`config.mk`:
```
export PLATFORM = sky130hd
export DESIGN_NAME = scs_top
export DESIGN_NICKNAME = d
export VERILOG_FILES = /design/src/scs_pkg.sv /design/src/scs_rate_if.sv /design/src/scs_rate_gen.sv /design/src/scs_top.sv
export SDC_FILE = /design/constraint.sdc
export NUM_CORES = 1
export LEC_CHECK = 0
export CORE_UTILIZATION = 64
export CTS_CLUSTER_SIZE = 24
export DETAILED_ROUTE_END_ITERATION = 10
export DONT_BUFFER_PORTS = 1
export PLACE_DENSITY = 0.78
export REMOVE_ABC_BUFFERS = 1
export SETUP_SLACK_MARGIN = 0.4
export SLEW_MARGIN = 20
export SYNTH_ARGS = -nofsm -noshare
export SYNTH_HDL_FRONTEND = slang
export SYNTH_SLANG_ARGS = --single-unit
```
`constraint.sdc`:
```
create_clock -name pclk -period 4.6 [get_ports pclk]
set_input_delay 0.92 -clock pclk [delete_from_list [all_inputs] [get_ports pclk]]
set_output_delay 0.92 -clock pclk [all_outputs]
set_load 0.005 [all_outputs]
```
`src/scs_pkg.sv`:
```
// scs_pkg: constants, register map and state type of the second serial controller (spi side).
// assumes: apb slave with 32-bit data; each register index maps to byte address index*4.
package scs_pkg;

    // ----------------------------------------------------------------
    // register indices and byte addresses
    // ----------------------------------------------------------------
    localparam logic [15:0] IDX_DATA   = 16'h441e;
    localparam logic [15:0] IDX_STAT   = 16'h4420;
    localparam logic [15:0] IDX_MODE   = 16'h442a;
    localparam logic [15:0] IDX_CFG    = 16'h442c;
    localparam logic [15:0] IDX_LIN    = 16'h4430;
    localparam logic [15:0] IDX_EXP    = 16'h4432;
    localparam logic [31:0] ADDR_DATA  = {14'h0000, IDX_DATA, 2'h0};
    localparam logic [31:0] ADDR_STAT  = {14'h0000, IDX_STAT, 2'h0};
    localparam logic [31:0] ADDR_MODE  = {14'h0000, IDX_MODE, 2'h0};
    localparam logic [31:0] ADDR_CFG   = {14'h0000, IDX_CFG, 2'h0};
    localparam logic [31:0] ADDR_LIN   = {14'h0000, IDX_LIN, 2'h0};
    localparam logic [31:0] ADDR_EXP   = {14'h0000, IDX_EXP, 2'h0};

    // ----------------------------------------------------------------
    // fields and reset values
    // ----------------------------------------------------------------
    localparam int          CFG_POL    = 0;
    localparam int          CFG_PHA    = 1;
    localparam int          CFG_ORD    = 2;
    localparam int          CFG_RPT    = 3;
    localparam int          CFG_MST    = 4;
    localparam int          CFG_RXDRV  = 5;
    localparam int          STAT_OVF   = 0;
    localparam int          STAT_RXVAL = 1;
    localparam int          STAT_FREE  = 2;
    localparam int          STAT_IDLE  = 3;
    localparam logic [1:0]  MODE_RST   = 2'h0;
    localparam logic [5:0]  CFG_RST    = 6'h00;
    localparam logic [3:0]  LIN_RST    = 4'h0;
    localparam logic [3:0]  EXP_RST    = 4'h0;
    localparam logic [1:0]  MODE_SPI   = 2'h2;
    localparam logic [1:0]  MODE_TWI   = 2'h3;
    localparam logic [7:0]  FILL_BYTE  = 8'hff;

    // ----------------------------------------------------------------
    // fifo and frame sizes
    // ----------------------------------------------------------------
    localparam int          FIFO_AW    = 2;
    localparam int          FIFO_DEPTH = 4;
    localparam logic [3:0]  LAST_EDGE  = 4'hf;

    typedef enum logic [1:0] {
        SCS_IDLE  = 2'b01,
        SCS_SHIFT = 2'b10
    } scs_state_t;

endpackage

```
`src/scs_rate_if.sv`:
```
// scs_rate_if: link between the controller and its serial rate divider.
// assumes: one clock domain, pclk.
`timescale 1ns/1ns
interface scs_rate_if;
    logic       run;
    logic [3:0] rate_linear_factor;
    logic [3:0] exponent_factor;
    logic       tick;

    modport ctrl (output run, output rate_linear_factor, output exponent_factor, input tick);
    modport gen  (input run, input rate_linear_factor, input exponent_factor, output tick);
endinterface

```
`src/scs_rate_gen.sv`:
```
// scs_rate_gen: serial clock half-period divider, one tick per half period.
// assumes: pclk stands in as the rate reference; run held high for a whole frame.
`timescale 1ns/1ns
module scs_rate_gen (
    input  wire logic pclk,
    input  wire logic presetn,
    scs_rate_if.gen   rate
);

    logic [19:0] half_count;
    logic [19:0] cnt_reg;
    logic        tick_reg;
    wire         at_end;

    // half period = (lin + 1) * 2^exp cycles
    assign half_count = 20'(({16'h0000, rate.rate_linear_factor} + 20'h00001)
                        << rate.exponent_factor);
    assign at_end     = (cnt_reg == half_count - 20'h00001);
    assign rate.tick  = tick_reg;

    always_ff @(posedge pclk or negedge presetn) begin
        if (!presetn) begin
            cnt_reg  <= 20'h00000;
            tick_reg <= 1'b0;
        end else if (!rate.run) begin
            cnt_reg  <= 20'h00000;
            tick_reg <= 1'b0;
        end else begin
            cnt_reg  <= at_end ? 20'h00000 : cnt_reg + 20'h00001;
            tick_reg <= at_end;
        end
    end

endmodule // scs_rate_gen

```
`src/scs_top.sv`:
```
// scs_top: apb registers, byte fifos and spi master/slave engine of the serial controller.
// assumes: apb master per amba; serial pins synchronous to pclk; pad logic resolves enables.
//
// Register access over APB was left to the implementer.
`timescale 1ns/1ns
module scs_top (
    input  wire logic        pclk,
    input  wire logic        presetn,
    input  wire logic        psel,
    input  wire logic        penable,
    input  wire logic        pwrite,
    input  wire logic [31:0] paddr,
    input  wire logic [31:0] pwdata,
    output logic      [31:0] prdata,
    output logic             pready,
    output logic             pslverr,
    output logic             sclk_o,
    output logic             sclk_oe_n,
    input  wire logic        sclk_i,
    output logic             mosi_o,
    output logic             mosi_oe_n,
    input  wire logic        mosi_i,
    output logic             miso_o,
    output logic             miso_oe_n,
    input  wire logic        miso_i,
    output logic             ssel_n_o,
    output logic             ssel_n_oe_n,
    input  wire logic        ssel_n_i
);

    // ----------------------------------------------------------------
    // registers
    // ----------------------------------------------------------------
    logic [1:0]  mode_reg;
    logic [5:0]  cfg_reg;
    logic [3:0]  lin_reg;
    logic [3:0]  exp_reg;
    logic        ovf_reg;
    logic [31:0] prdata_reg;
    logic        pready_reg;
    logic        pslverr_reg;

    // ----------------------------------------------------------------
    // fifo storage
    // ----------------------------------------------------------------
    logic [7:0]  tx_mem [scs_pkg::FIFO_DEPTH];
    logic [7:0]  rx_mem [scs_pkg::FIFO_DEPTH];
    logic [2:0]  tx_wp_reg;
    logic [2:0]  tx_rp_reg;
    logic [2:0]  rx_wp_reg;
    logic [2:0]  rx_rp_reg;

    // ----------------------------------------------------------------
    // engine state
    // ----------------------------------------------------------------
    scs_pkg::scs_state_t state_reg;
    logic [3:0]  edge_reg;
    logic [7:0]  tx_sr_reg;
    logic [7:0]  rx_sr_reg;
    logic [7:0]  last_reg;
    logic        out_bit_reg;
    logic        sclk_reg;
    logic        sclk_prev_reg;
    logic        ssel_n_reg;
    logic        mst_oe_n_reg;
    logic        slv_oe_n_reg;

    scs_rate_if rate_if ();

    // ----------------------------------------------------------------
    // apb decode
    // ----------------------------------------------------------------
    wire req      = psel & penable & ~pready_reg;
    wire wr_req   = req & pwrite;
    wire rd_req   = req & ~pwrite;
    wire hit_data = (paddr == scs_pkg::ADDR_DATA);
    wire hit_stat = (paddr == scs_pkg::ADDR_STAT);
    wire hit_mode = (paddr == scs_pkg::ADDR_MODE);
    wire hit_cfg  = (paddr == scs_pkg::ADDR_CFG);
    wire hit_lin  = (paddr == scs_pkg::ADDR_LIN);
    wire hit_exp  = (paddr == scs_pkg::ADDR_EXP);
    wire hit_any  = hit_data | hit_stat | hit_mode | hit_cfg | hit_lin | hit_exp;

    // ----------------------------------------------------------------
    // fifo flags
    // ----------------------------------------------------------------
    wire tx_empty = (tx_wp_reg == tx_rp_reg);
    wire tx_full  = (tx_wp_reg == {~tx_rp_reg[2], tx_rp_reg[1:0]});
    wire rx_empty = (rx_wp_reg == rx_rp_reg);
    wire rx_full  = (rx_wp_reg == {~rx_rp_reg[2], rx_rp_reg[1:0]});
    wire [7:0] tx_head = tx_mem[tx_rp_reg[1:0]];
    wire [7:0] rx_head = rx_mem[rx_rp_reg[1:0]];

    // ----------------------------------------------------------------
    // configuration decode
    // ----------------------------------------------------------------
    wire spi_on   = (mode_reg == scs_pkg::MODE_SPI);
    wire master   = cfg_reg[scs_pkg::CFG_MST];
    wire cpol     = cfg_reg[scs_pkg::CFG_POL];
    wire cpha     = cfg_reg[scs_pkg::CFG_PHA];
    wire lsb_1st  = cfg_reg[scs_pkg::CFG_ORD];
    wire repeat_b = cfg_reg[scs_pkg::CFG_RPT];
    wire rx_drv   = cfg_reg[scs_pkg::CFG_RXDRV];
    wire idle     = (state_reg == scs_pkg::SCS_IDLE);
    wire shifting = (state_reg == scs_pkg::SCS_SHIFT);

    // ----------------------------------------------------------------
    // frame start and byte selection
    // ----------------------------------------------------------------
    wire mst_go   = rx_drv ? ~rx_full : ~tx_empty;
    wire start    = idle & spi_on & (master ? mst_go : ~ssel_n_i);
    wire [7:0] fill_byte = repeat_b ? last_reg : scs_pkg::FILL_BYTE;
    wire [7:0] load_byte = tx_empty ? fill_byte : tx_head;
    wire tx_pop   = start & ~tx_empty;

    // ----------------------------------------------------------------
    // serial edges
    // ----------------------------------------------------------------
    wire slv_edge = ~master & ~ssel_n_i & (sclk_i != sclk_prev_reg);
    wire edge_ev  = shifting & (master ? rate_if.tick : slv_edge);
    wire leading  = ~edge_reg[0];
    wire smp_ev   = edge_ev & (leading != cpha);
    wire drv_ev   = edge_ev & (leading == cpha) & ~(~cpha & (edge_reg == scs_pkg::LAST_EDGE));
    wire done     = edge_ev & (edge_reg == scs_pkg::LAST_EDGE);
    wire abort    = shifting & (~spi_on | (~master & ssel_n_i));
    wire in_bit   = master ? miso_i : mosi_i;
    wire [7:0] rx_next = lsb_1st ? {in_bit, rx_sr_reg[7:1]} : {rx_sr_reg[6:0], in_bit};
    wire rx_push  = done & ~rx_full;
    wire rx_lost  = done & rx_full;
    wire rx_pop   = rd_req & hit_data & ~rx_empty;

    // ----------------------------------------------------------------
    // read mux
    // ----------------------------------------------------------------
    wire [3:0]  stat_v = {idle & tx_empty, ~tx_full, ~rx_empty, ovf_reg};
    wire [31:0] rd_mux = hit_data ? {24'h000000, rx_empty ? 8'h00 : rx_head}
                       : hit_stat ? {28'h0000000, stat_v}
                       : hit_mode ? {30'h00000000, mode_reg}
                       : hit_cfg  ? {26'h0000000, cfg_reg}
                       : hit_lin  ? {28'h0000000, lin_reg}
                       : hit_exp  ? {28'h0000000, exp_reg}
                       : 32'h00000000;

    // ----------------------------------------------------------------
    // bit order helpers
    // ----------------------------------------------------------------
    function automatic logic first_bit(input logic [7:0] b, input logic lsb);
        first_bit = lsb ? b[0] : b[7];
    endfunction

    function automatic logic [7:0] shift_on(input logic [7:0] b, input logic lsb);
        shift_on = lsb ? {1'b0, b[7:1]} : {b[6:0], 1'b0};
    endfunction

    // ----------------------------------------------------------------
    // rate divider
    // ----------------------------------------------------------------
    assign rate_if.run                = master & shifting & spi_on;
    assign rate_if.rate_linear_factor = lin_reg;
    assign rate_if.exponent_factor    = exp_reg;

    scs_rate_gen u_rate (
        .pclk    (pclk),
        .presetn (presetn),
        .rate    (rate_if.gen)
    );

    // ----------------------------------------------------------------
    // apb slave
    // ----------------------------------------------------------------
    always_ff @(posedge pclk or negedge presetn) begin
        if (!presetn) begin
            pready_reg  <= 1'b0;
            pslverr_reg <= 1'b0;
            prdata_reg  <= 32'h00000000;
        end else begin
            pready_reg  <= req;
            pslverr_reg <= req & ~hit_any;
            if (req) begin
                prdata_reg <= rd_mux;
            end
        end
    end

    always_ff @(posedge pclk or negedge presetn) begin
        if (!presetn) begin
            mode_reg <= scs_pkg::MODE_RST;
            cfg_reg  <= scs_pkg::CFG_RST;
            lin_reg  <= scs_pkg::LIN_RST;
            exp_reg  <= scs_pkg::EXP_RST;
        end else if (wr_req) begin
            if (hit_mode) mode_reg <= pwdata[1:0];
            if (hit_cfg)  cfg_reg  <= pwdata[5:0];
            if (hit_lin)  lin_reg  <= pwdata[3:0];
            if (hit_exp)  exp_reg  <= pwdata[3:0];
        end
    end

    // overflow is sticky; a new loss wins over the clearing read
    always_ff @(posedge pclk or negedge presetn) begin
        if (!presetn) begin
            ovf_reg <= 1'b0;
        end else begin
            ovf_reg <= rx_lost | (ovf_reg & ~(rd_req & hit_data));
        end
    end

    // ----------------------------------------------------------------
    // fifos
    // ----------------------------------------------------------------
    always_ff @(posedge pclk) begin
        if (wr_req & hit_data & ~tx_full) begin
            tx_mem[tx_wp_reg[1:0]] <= pwdata[7:0];
        end
        if (rx_push) begin
            rx_mem[rx_wp_reg[1:0]] <= cpha ? rx_next : rx_sr_reg;
        end
    end

    always_ff @(posedge pclk or negedge presetn) begin
        if (!presetn) begin
            tx_wp_reg <= 3'h0;
            tx_rp_reg <= 3'h0;
            rx_wp_reg <= 3'h0;
            rx_rp_reg <= 3'h0;
        end else begin
            if (wr_req & hit_data & ~tx_full) tx_wp_reg <= tx_wp_reg + 3'h1;
            if (tx_pop)                       tx_rp_reg <= tx_rp_reg + 3'h1;
            if (rx_push)                      rx_wp_reg <= rx_wp_reg + 3'h1;
            if (rx_pop)                       rx_rp_reg <= rx_rp_reg + 3'h1;
        end
    end

    // ----------------------------------------------------------------
    // frame engine
    // ----------------------------------------------------------------
    always_ff @(posedge pclk or negedge presetn) begin
        if (!presetn) begin
            state_reg   <= scs_pkg::SCS_IDLE;
            edge_reg    <= 4'h0;
            tx_sr_reg   <= 8'h00;
            rx_sr_reg   <= 8'h00;
            last_reg    <= 8'h00;
            out_bit_reg <= 1'b0;
        end else begin
            case (state_reg)
                scs_pkg::SCS_IDLE: begin
                    if (start) begin
                        state_reg <= scs_pkg::SCS_SHIFT;
                        edge_reg  <= 4'h0;
                        last_reg  <= load_byte;
                        if (!cpha) begin
                            out_bit_reg <= first_bit(load_byte, lsb_1st);
                            tx_sr_reg   <= shift_on(load_byte, lsb_1st);
                        end else begin
                            tx_sr_reg   <= load_byte;
                        end
                    end
                end
                scs_pkg::SCS_SHIFT: begin
                    if (abort || done) begin
                        state_reg <= scs_pkg::SCS_IDLE;
                    end
                    if (edge_ev) begin
                        edge_reg <= edge_reg + 4'h1;
                    end
                    if (smp_ev) begin
                        rx_sr_reg <= rx_next;
                    end
                    if (drv_ev) begin
                        out_bit_reg <= first_bit(tx_sr_reg, lsb_1st);
                        tx_sr_reg   <= shift_on(tx_sr_reg, lsb_1st);
                    end
                end
                default: begin
                    state_reg <= scs_pkg::SCS_IDLE;
                end
            endcase
        end
    end

    // ----------------------------------------------------------------
    // pin drivers
    // ----------------------------------------------------------------
    always_ff @(posedge pclk or negedge presetn) begin
        if (!presetn) begin
            sclk_reg      <= 1'b0;
            sclk_prev_reg <= 1'b0;
            ssel_n_reg    <= 1'b1;
            mst_oe_n_reg  <= 1'b1;
            slv_oe_n_reg  <= 1'b1;
        end else begin
            sclk_prev_reg <= sclk_i;
            mst_oe_n_reg  <= ~(spi_on & master);
            slv_oe_n_reg  <= ~(spi_on & ~master & ~ssel_n_i);
            ssel_n_reg    <= ~(master & spi_on & (start | (shifting & ~done & ~abort)));
            if (shifting && master && edge_ev && !done) begin
                sclk_reg <= ~sclk_reg;
            end else if (!shifting || done || abort) begin
                sclk_reg <= cpol;
            end
        end
    end

    assign prdata      = prdata_reg;
    assign pready      = pready_reg;
    assign pslverr     = pslverr_reg;
    assign sclk_o      = sclk_reg;
    assign sclk_oe_n   = mst_oe_n_reg;
    assign mosi_o      = out_bit_reg;
    assign mosi_oe_n   = mst_oe_n_reg;
    assign miso_o      = out_bit_reg;
    assign miso_oe_n   = slv_oe_n_reg;
    assign ssel_n_o    = ssel_n_reg;
    assign ssel_n_oe_n = mst_oe_n_reg;

endmodule // scs_top

```
==> results of run 1 <==
==> worst reg2reg max path, cell delays in order, from the launching register on <==
cell and delay (ps):
dfrtp_2 490, ha_4 240, xor2_2 230, a221oi_4 440, a221o_2 280, o211ai_2 100
or2_1 280, or4_4 560, or4_4 540, a2111oi_4 320, buf_6 250, nor4_1 90
==> cells in the final DEF, fill, tap and decap left out, types with 11 or more instances in the layout <==
cell,netlist,layout
nor2_1,52,52
edfxtp_1,64,64
conb_1,1,24
nand2_1,87,87
dfrtp_1,92,88
buf_4,29,11
xor2_1,27,27
ha_1,14,13
and2_1,16,16
xnor2_1,32,32
mux2_2,30,30
o21ai_0,57,56
mux4_2,16,16
nand3_1,18,18
clkbuf_16,0,17
a21oi_1,28,28
mux2i_1,21,21
inv_1,19,19
nor4_1,27,27
nor2b_1,13,13
==> cell families after synthesis <==
group	Yosys count	share of synthesized area [%]
and+or+nand+nor	300	17.10
buffers and inverters	103	5.781
DFF	160	46.52
muxes	68	10.00
other	1	0.04029
adders and majority gates	14	1.882
AOI/OAI and AO/OA	172	12.95
xor gates and xnor gates	60	5.727
==> final cells by class <==
| cell class | instances | area [um^2] | share of cell area [%] |
|---|---|---|---|
| clock buffers | 18 | 429.2 | 4.343 |
| clock inverters | 14 | 157.7 | 1.596 |
| inverters | 19 | 71.32 | 0.7218 |
| multi-input cells | 638 | 4569 | 46.25 |
| flip-flops and latches | 160 | 4334 | 43.86 |
| well taps | 180 | 225.2 | 2.279 |
| repair buffers | 12 | 93.84 | 0.9497 |
==> layer usage <==
| metal | track usage (%) | up-vias | wire (um) |
|---|---|---|---|
| met3 | 5.297 | 52 | 976 |
| met5 | 0 | - | 0 |
| met2 | 50.91 | 232 | 10960 |
| met4 | 12.50 | 0 | 535 |
| li1 | - | 3114 | - |
| met1 | 37.60 | 3319 | 8734 |
==> final timing paths <==
check                             from                end  slack, ps
max                         lin_reg[1]  u_rate.cnt_reg[9]        620
min                            presetn       rx_rp_reg[1]        190
max reg2reg                 lin_reg[1]  u_rate.cnt_reg[9]        620
min reg2reg                last_reg[4]        last_reg[4]        470
max in group asynchronous      presetn           ssel_n_o       4180
min in group pclk          last_reg[4]        last_reg[4]        470
==> through the flow <==
| step | utilization [%] | hold WS (ps) |
|---|---|---|
| after floorplan | - | 441.2 |
| after global placement | 65.79 | 452.6 |
| after detailed placement | 65.81 | 462.3 |
| after CTS | 70.08 | 174.9 |
| after global routing | 70.36 | 173.0 |
| final | 70.36 | 189.2 |
==> power groups by stage <==
stage          sequential, uW  clock [uW]  combinational [uW]
6_report                 1500        1400                40.6
4_1_cts                  1500        1420                40.0
3_5_place_dp             1530           0                39.3
2_1_floorplan            1530           0                32.9
5_1_grt                  1500        1470                47.3
3_3_place_gp             1530           0                37.8
==> repair_timing <==
item | in CTS | in global routing
buffers inserted | 0 | 1
pin swaps | 0 | 1
gates resized for setup | 2 | 9
endpoints found under the setup margin | 21 | 21
==> out/qor.txt, run 1 <==
status: complete, no violations
critical path type: flop to flop
Syn Area/Cell: 10.60 um^2
DR vias/cell: 6.452
Mapped Area: 9306 um^2
critical path peak fanout: 21
RSZ-0062 raised after global routing: false
ant diodes: 0
biggest cell delay along the critical path: 560 ps
Max Root-Sink Buffers: 2
clk sink count: 160
CP most frequent cell: or4_4
Core ar.: 14040 um^2
clock share of power: 47.6%
synth top area cells: dfrtp_1 (25%), edfxtp_1 (21%), mux4_2 (3.9%), mux2_2 (3.6%), nand2_1 (3.5%)
I/O Buffers: 0
#FFs+latches synth: 160
count leader, synth: dfrtp_1
initial antenna violation count: 0
via count: 6717
crit path cell chain: ha_4 > xor2_2 > a221oi_4 > a221o_2 > o211ai_2 > or2_1 > or4_4 > or4_4 > a2111oi_4 > buf_6 > nor4_1
Top Family by Delay on Critical Path: simple AND/OR/NAND/NOR gates
Gate power share: 1.4%
reg2reg path depth: 11
die height: 122.6 um
Max-Cap Viols: 0
clk_lat worst skew: 430 ps
root buffer cell: clkbuf_16
maximum clock frequency: 251.3 MHz
worst-margin pin slew: 1073 ps
Residual DRC: 0
Worst EP required: 4870 ps
leading area contributor after synthesis: dfrtp_1
register area share after synthesis: 46.52%
Min-Delay Path Class: input pin to asynchronous set/reset pin
Hold Fails Final Rpt: 0
Seq pwr share: 51.0%
Setup TNS: 0 ps
Site Rows: 43
Clock Skews: 9.901 ps
hold_buf cts: 0
Placed Area: 9241 um^2
DIE WIDTH: 122.6 um
overall power: 2944 uW
DR pass1 iterations: 7
vias in the first global route: 6710
LEAKAGE: 0.003830 uW
Initial Utilization: 66.27%
Synth async-reset ratio: 60.00%
Startpoint Class: flop
Synth top area share: 24.74%
DP HPWL: 14570 um
CP max stage cell: or4_4
Ports: 115
Die Footprint: 15030 um^2
Area Growth Syn to Fin: 6.171%
Ys Warns: 0
Worst path depth: 11
fillcell total: 988
Net Sw Frac: 21.31%
drt first-iter violations: 530
WL/cell: 20.37 um
gr usage total: 29.90%
DP Cell Count: 1008
VDD IR max: 0.2795 mV
drt total wl: 21210 um
Nets: 935
cell-internal power: 2317 uW
grt ovf: 0
post-route clock period utilization: 86.52%
TritonCTS Buffers: 17
layout cell share with drive strength beyond 1: 14.40%
Max Transition Viols Final: 0
number of synthesized flops with an enable pin: 64
final setup margin: 620.0 ps
Reg clk slew, reported paths: 70 ps
first-pass GRT wire length: 34160 um
fin area: 9881 um^2
Buf+Inv Stages, Crit Path: 1
Worst Path Arrival: 4250 ps
Synth Instances: 878
Post-synth top flop: dfrtp_1
gpl congestion: 0.8683
synth unique cells: 86
CP Capture Type: flop
Sw Pwr: 627.4 uW
Final min period: 3980 ps
Detail Route Antenna Nets: 0
relative slew slack: 28.44%
H-tree depth: 4
fin cells: 1041
final setup fails: 0
CTS tree: done
pin count of the biggest net entering global routing: 97
Setup WS pre-CTS: 274.3 ps
Cell Pwr Density: 298.0 nW/um^2
Commonest cells post-synth: dfrtp_1 (92), nand2_1 (87), edfxtp_1 (64)
No activity file was read; power rests on OpenSTA's default activity.
==> inputs of run 2 (changes only) <==
CORE_MARGIN = 2   (was not set)
==> out/qor.txt, run 2 (synthesis results as in run 1) <==
Hold Fails Final Rpt: 0
Die Footprint: 15520 um^2
H-tree depth: 4
initial antenna violation count: 0
layout cell share with drive strength beyond 1: 15.19%
via count: 6761
critical path type: flop to flop
flop-to-flop setup slack: 560 ps
Clock Skews: 8.356 ps
Site Rows: 44
clk sink count: 160
CP Capture Type: flop
RSZ-0062 raised after global routing: false
vias in the first global route: 6695
most frequent cells in the layout: nand2_1 (87), dfrtp_1 (87), edfxtp_1 (64), o21ai_0 (56), nor2_1 (52)
CP max stage cell: or4_4
DR pass1 iterations: 5
I/O Buffers: 0
Buf+Inv Stages, Crit Path: 1
reg2reg path depth: 11
Detail Route Antenna Nets: 0
worst-margin pin slew: 1095 ps
crit path cell chain: ha_4 > xor2_2 > a221oi_4 > a221o_2 > o211ai_2 > or2_4 > or4_4 > or4_4 > a2111oi_4 > buf_4 > nor4_1
CP most frequent cell: or4_4
biggest cell delay along the critical path: 550 ps
DR vias/cell: 6.421
Area Growth Syn to Fin: 6.615%
ant diodes: 0
clk_lat worst skew: 420 ps
Top Family by Delay on Critical Path: simple AND/OR/NAND/NOR gates
Core ar.: 14370 um^2
drt total wl: 20600 um
Nets: 943
fin cells: 1053
Worst Path Arrival: 4300 ps
DP Cell Count: 1014
VDD IR max: 0.2780 mV
Max-Cap Viols: 0
WL/cell: 19.56 um
gpl congestion: 0.8927
Residual DRC: 0
critical register-to-register path endpoint: u_rate.cnt_reg[4]
Initial Utilization: 64.77%
DIE WIDTH: 124.6 um
fillcell total: 1000
grt ovf: 0
drt first-iter violations: 528
Max Root-Sink Buffers: 2
Max Transition Viols Final: 0
Setup TNS: 0 ps
Reg clk slew, reported paths: 60 ps
Min-Delay Path Class: input pin to asynchronous set/reset pin
Final min period: 4039 ps
FF-to-FF Start: lin_reg[1]
Startpoint Class: flop
LEAKAGE: 0.003854 uW
Ports: 115
root buffer cell: clkbuf_16
critical path peak fanout: 7
gr usage total: 27.28%
relative slew slack: 26.99%
Cell Pwr Density: 285.7 nW/um^2
maximum clock frequency: 247.6 MHz
TritonCTS Buffers: 17
status: complete, no violations
CTS tree: done
final setup fails: 0
first-pass GRT wire length: 34020 um
die height: 124.6 um
pin count of the biggest net entering global routing: 97
DP HPWL: 14300 um
post-route clock period utilization: 87.81%
Worst EP required: 4870 ps
-- run 2: per-layer routing --
metal,up-vias,share of wire [%],GRT usage (%)
met4,0,2.0,9.319
met5,-,0,0
met2,219,50,44.94
met1,3365,42,35.81
met3,35,5.2,6.400
li1,3142,-,-
-- run 2: worst max-delay path by stage --
| stage | cells after the start | endpoint | from | slack [ps] |
|---|---|---|---|---|
| CTS | 11 | u_rate.cnt_reg[5] | lin_reg[1] | 450 |
| finish | 11 | u_rate.cnt_reg[4] | lin_reg[1] | 560 |
| detailed placement | 11 | u_rate.cnt_reg[15] | lin_reg[1] | 250 |
| global placement | 11 | u_rate.cnt_reg[2] | lin_reg[1] | 420 |
| global route | 11 | u_rate.cnt_reg[13] | exp_reg[0] | 410 |
| floorplan | 10 | u_rate.rate.tick | lin_reg[0] | 340 |
-- run 2: repair_timing --
action / in CTS / in global routing
endpoints found under the setup margin: 21 / 21
gates cloned: 0 / 2
hold buffers: 0 / 0
gates resized for setup: 2 / 19
pin swaps: 0 / 3
buffers inserted: 0 / 5
-- run 2: per-stage QoR --
step	total power [uW]	hold WS [ps]	worst slack, ps	cell area [um^2]	util (%)
after floorplan	1560	441.2	344.0	8926	-
after global placement	1566	452.9	420.3	9259	64.44
after detailed placement	1569	463.4	246.2	9259	64.44
after CTS	2859	178.3	448.9	9817	68.32
after global routing	2934	164.4	410.4	9922	69.05
final	2835	191.6	560.9	9922	69.05
-- run 2: layout make-up --
type                       instances  area (um^2)  share of cell area [%]
clock buffer                      18        429.2                   4.325
clock inverter                    14        116.4                   1.173
inverter                          19        71.32                  0.7188
multi-input combinational        638         4584                   46.20
sequential                       160         4335                   43.69
tap                              184        230.2                   2.320
timing repair buffer              20        155.1                   1.564
-- run 2: where the power goes --
part | switching [uW] | internal (uW)
clock | 553 | 741
sequential | 9.66 | 1490
combinational | 22.2 | 18.0
==> inputs of run 3 (changes only) <==
REMOVE_ABC_BUFFERS = not set   (was 1)
==> out/qor.txt, run 3 (synthesis results as in run 1) <==
CP most frequent cell: or4_4
Top Family by Delay on Critical Path: simple AND/OR/NAND/NOR gates
post-CTS repair timing setup buffer count: 0
worst-margin pin slew: 1026 ps
WL/cell: 19.59 um
status: complete, no violations
drt total wl: 20540 um
DP Cell Count: 1016
Worst EP required: 4860 ps
Area Growth Syn to Fin: 5.848%
relative slew slack: 31.59%
H-tree depth: 4
first-pass GRT wire length: 33420 um
TritonCTS Buffers: 17
Min-Delay Path Class: input pin to asynchronous set/reset pin
fillcell total: 1039
CTS tree: done
Buf+Inv Stages, Crit Path: 1
Setup TNS: 0 ps
most frequent cells in the layout: dfrtp_1 (90), nand2_1 (87), edfxtp_1 (64), o21ai_0 (56), nor2_1 (52)
ant diodes: 0
vias in the first global route: 6469
LEAKAGE: 0.003842 uW
Reg clk slew, reported paths: 60 ps
VDD IR max: 0.2240 mV
DIE WIDTH: 124.6 um
root buffer cell: clkbuf_16
gr usage total: 27.09%
CP Capture Type: flop
Clock Skews: 6.384 ps
grt ovf: 0
die height: 124.6 um
I/O Buffers: 0
critical path type: flop to flop
final setup fails: 0
Site Rows: 44
Max Root-Sink Buffers: 2
post-route clock period utilization: 87.42%
Hold Fails Final Rpt: 0
fin cells: 1048
gpl congestion: 0.9142
Detail Route Antenna Nets: 0
leading cell type in the layout, fill and taps excluded: dfrtp_1
Final min period: 4021 ps
layout cell share with drive strength beyond 1: 14.00%
Worst Path Arrival: 4290 ps
biggest cell delay along the critical path: 610 ps
Initial Utilization: 64.77%
Ports: 115
Startpoint Class: flop
initial antenna violation count: 0
Residual DRC: 0
Core ar.: 14370 um^2
CP max stage cell: dfrtp_2
clk_lat worst skew: 420 ps
crit path cell chain: nand3_4 > mux2i_1 > o311ai_2 > o211ai_2 > or2_1 > or4_4 > or4_4 > a2111oi_4 > buf_6 > nor4_1
Max-Cap Viols: 0
via count: 6713
Max Transition Viols Final: 0
pin count of the biggest net entering global routing: 97
RSZ-0062 raised after global routing: false
Die Footprint: 15520 um^2
clk sink count: 160
drt first-iter violations: 588
Cell Pwr Density: 291.2 nW/um^2
critical path peak fanout: 21
DR pass1 iterations: 5
maximum clock frequency: 248.7 MHz
Nets: 938
DP HPWL: 14980 um
DR vias/cell: 6.406
run 3: cell count changes in the layout (fill, tap and decap cells not counted), sizes merged:
cell,before,now
inv,22,19
clkinvlp,3,2
clkinv,7,9
bufinv,1,2
buf,19,15
run 3: stage by stage:
step | hold WS (ps) | setup slack [ps] | total power, uW | cell area, um^2 | utilization, %
after CTS | 181.6 | 421.8 | 2886 | 9829 | 68.41
after floorplan | 441.2 | 797.7 | 1577 | 9393 | -
after global placement | 452.6 | 462.9 | 1568 | 9274 | 64.54
after global routing | 178.6 | 418.6 | 2944 | 9851 | 68.56
final | 194.1 | 578.5 | 2869 | 9851 | 68.56
after detailed placement | 462.0 | 352.5 | 1570 | 9274 | 64.54
run 3: area by class of cell:
class	instances	area (um^2)	area share [%]
clock buffer	19	432.9	4.395
clock inverter	13	121.4	1.232
inverter	19	71.32	0.7240
multi-input combinational	638	4547	46.16
sequential	160	4332	43.97
tap	184	230.2	2.337
timing repair buffer	15	116.4	1.181
run 3: repair_timing:
item	4_1_cts	5_1_grt
hold buffers	0	0
gates resized for setup	1	6
setup endpoints to repair	20	21
run 3: routing by layer:
| metal | routed length (um) | track usage [%] | up-vias |
|---|---|---|---|
| li1 | - | - | 3121 |
| met1 | 8492 | 36.52 | 3302 |
| met2 | 10340 | 44.52 | 260 |
| met3 | 1364 | 5.198 | 30 |
| met4 | 338 | 9.121 | 0 |
| met5 | 0 | 0 | - |
run 3: where the power goes:
group | switching [uW] | internal (uW)
logic | 22.5 | 17.9
clock network | 538 | 788
registers | 10.0 | 1490
total | 571 | 2300
run 3: path summary, 6_finish.rpt:
kind | to | cells past startpoint | slack, ps | start
worst max-delay path | u_rate.cnt_reg[10] | 10 | 580 | lin_reg[2]
max in group asynchronous | ssel_n_o | 0 | 4160 | presetn
worst min-delay path | u_rate.cnt_reg[8] | 0 | 190 | presetn
min in group pclk | last_reg[4] | 2 | 470 | last_reg[4]
worst max register to register | u_rate.cnt_reg[10] | 10 | 580 | lin_reg[2]
worst min register to register | last_reg[4] | 2 | 470 | last_reg[4]
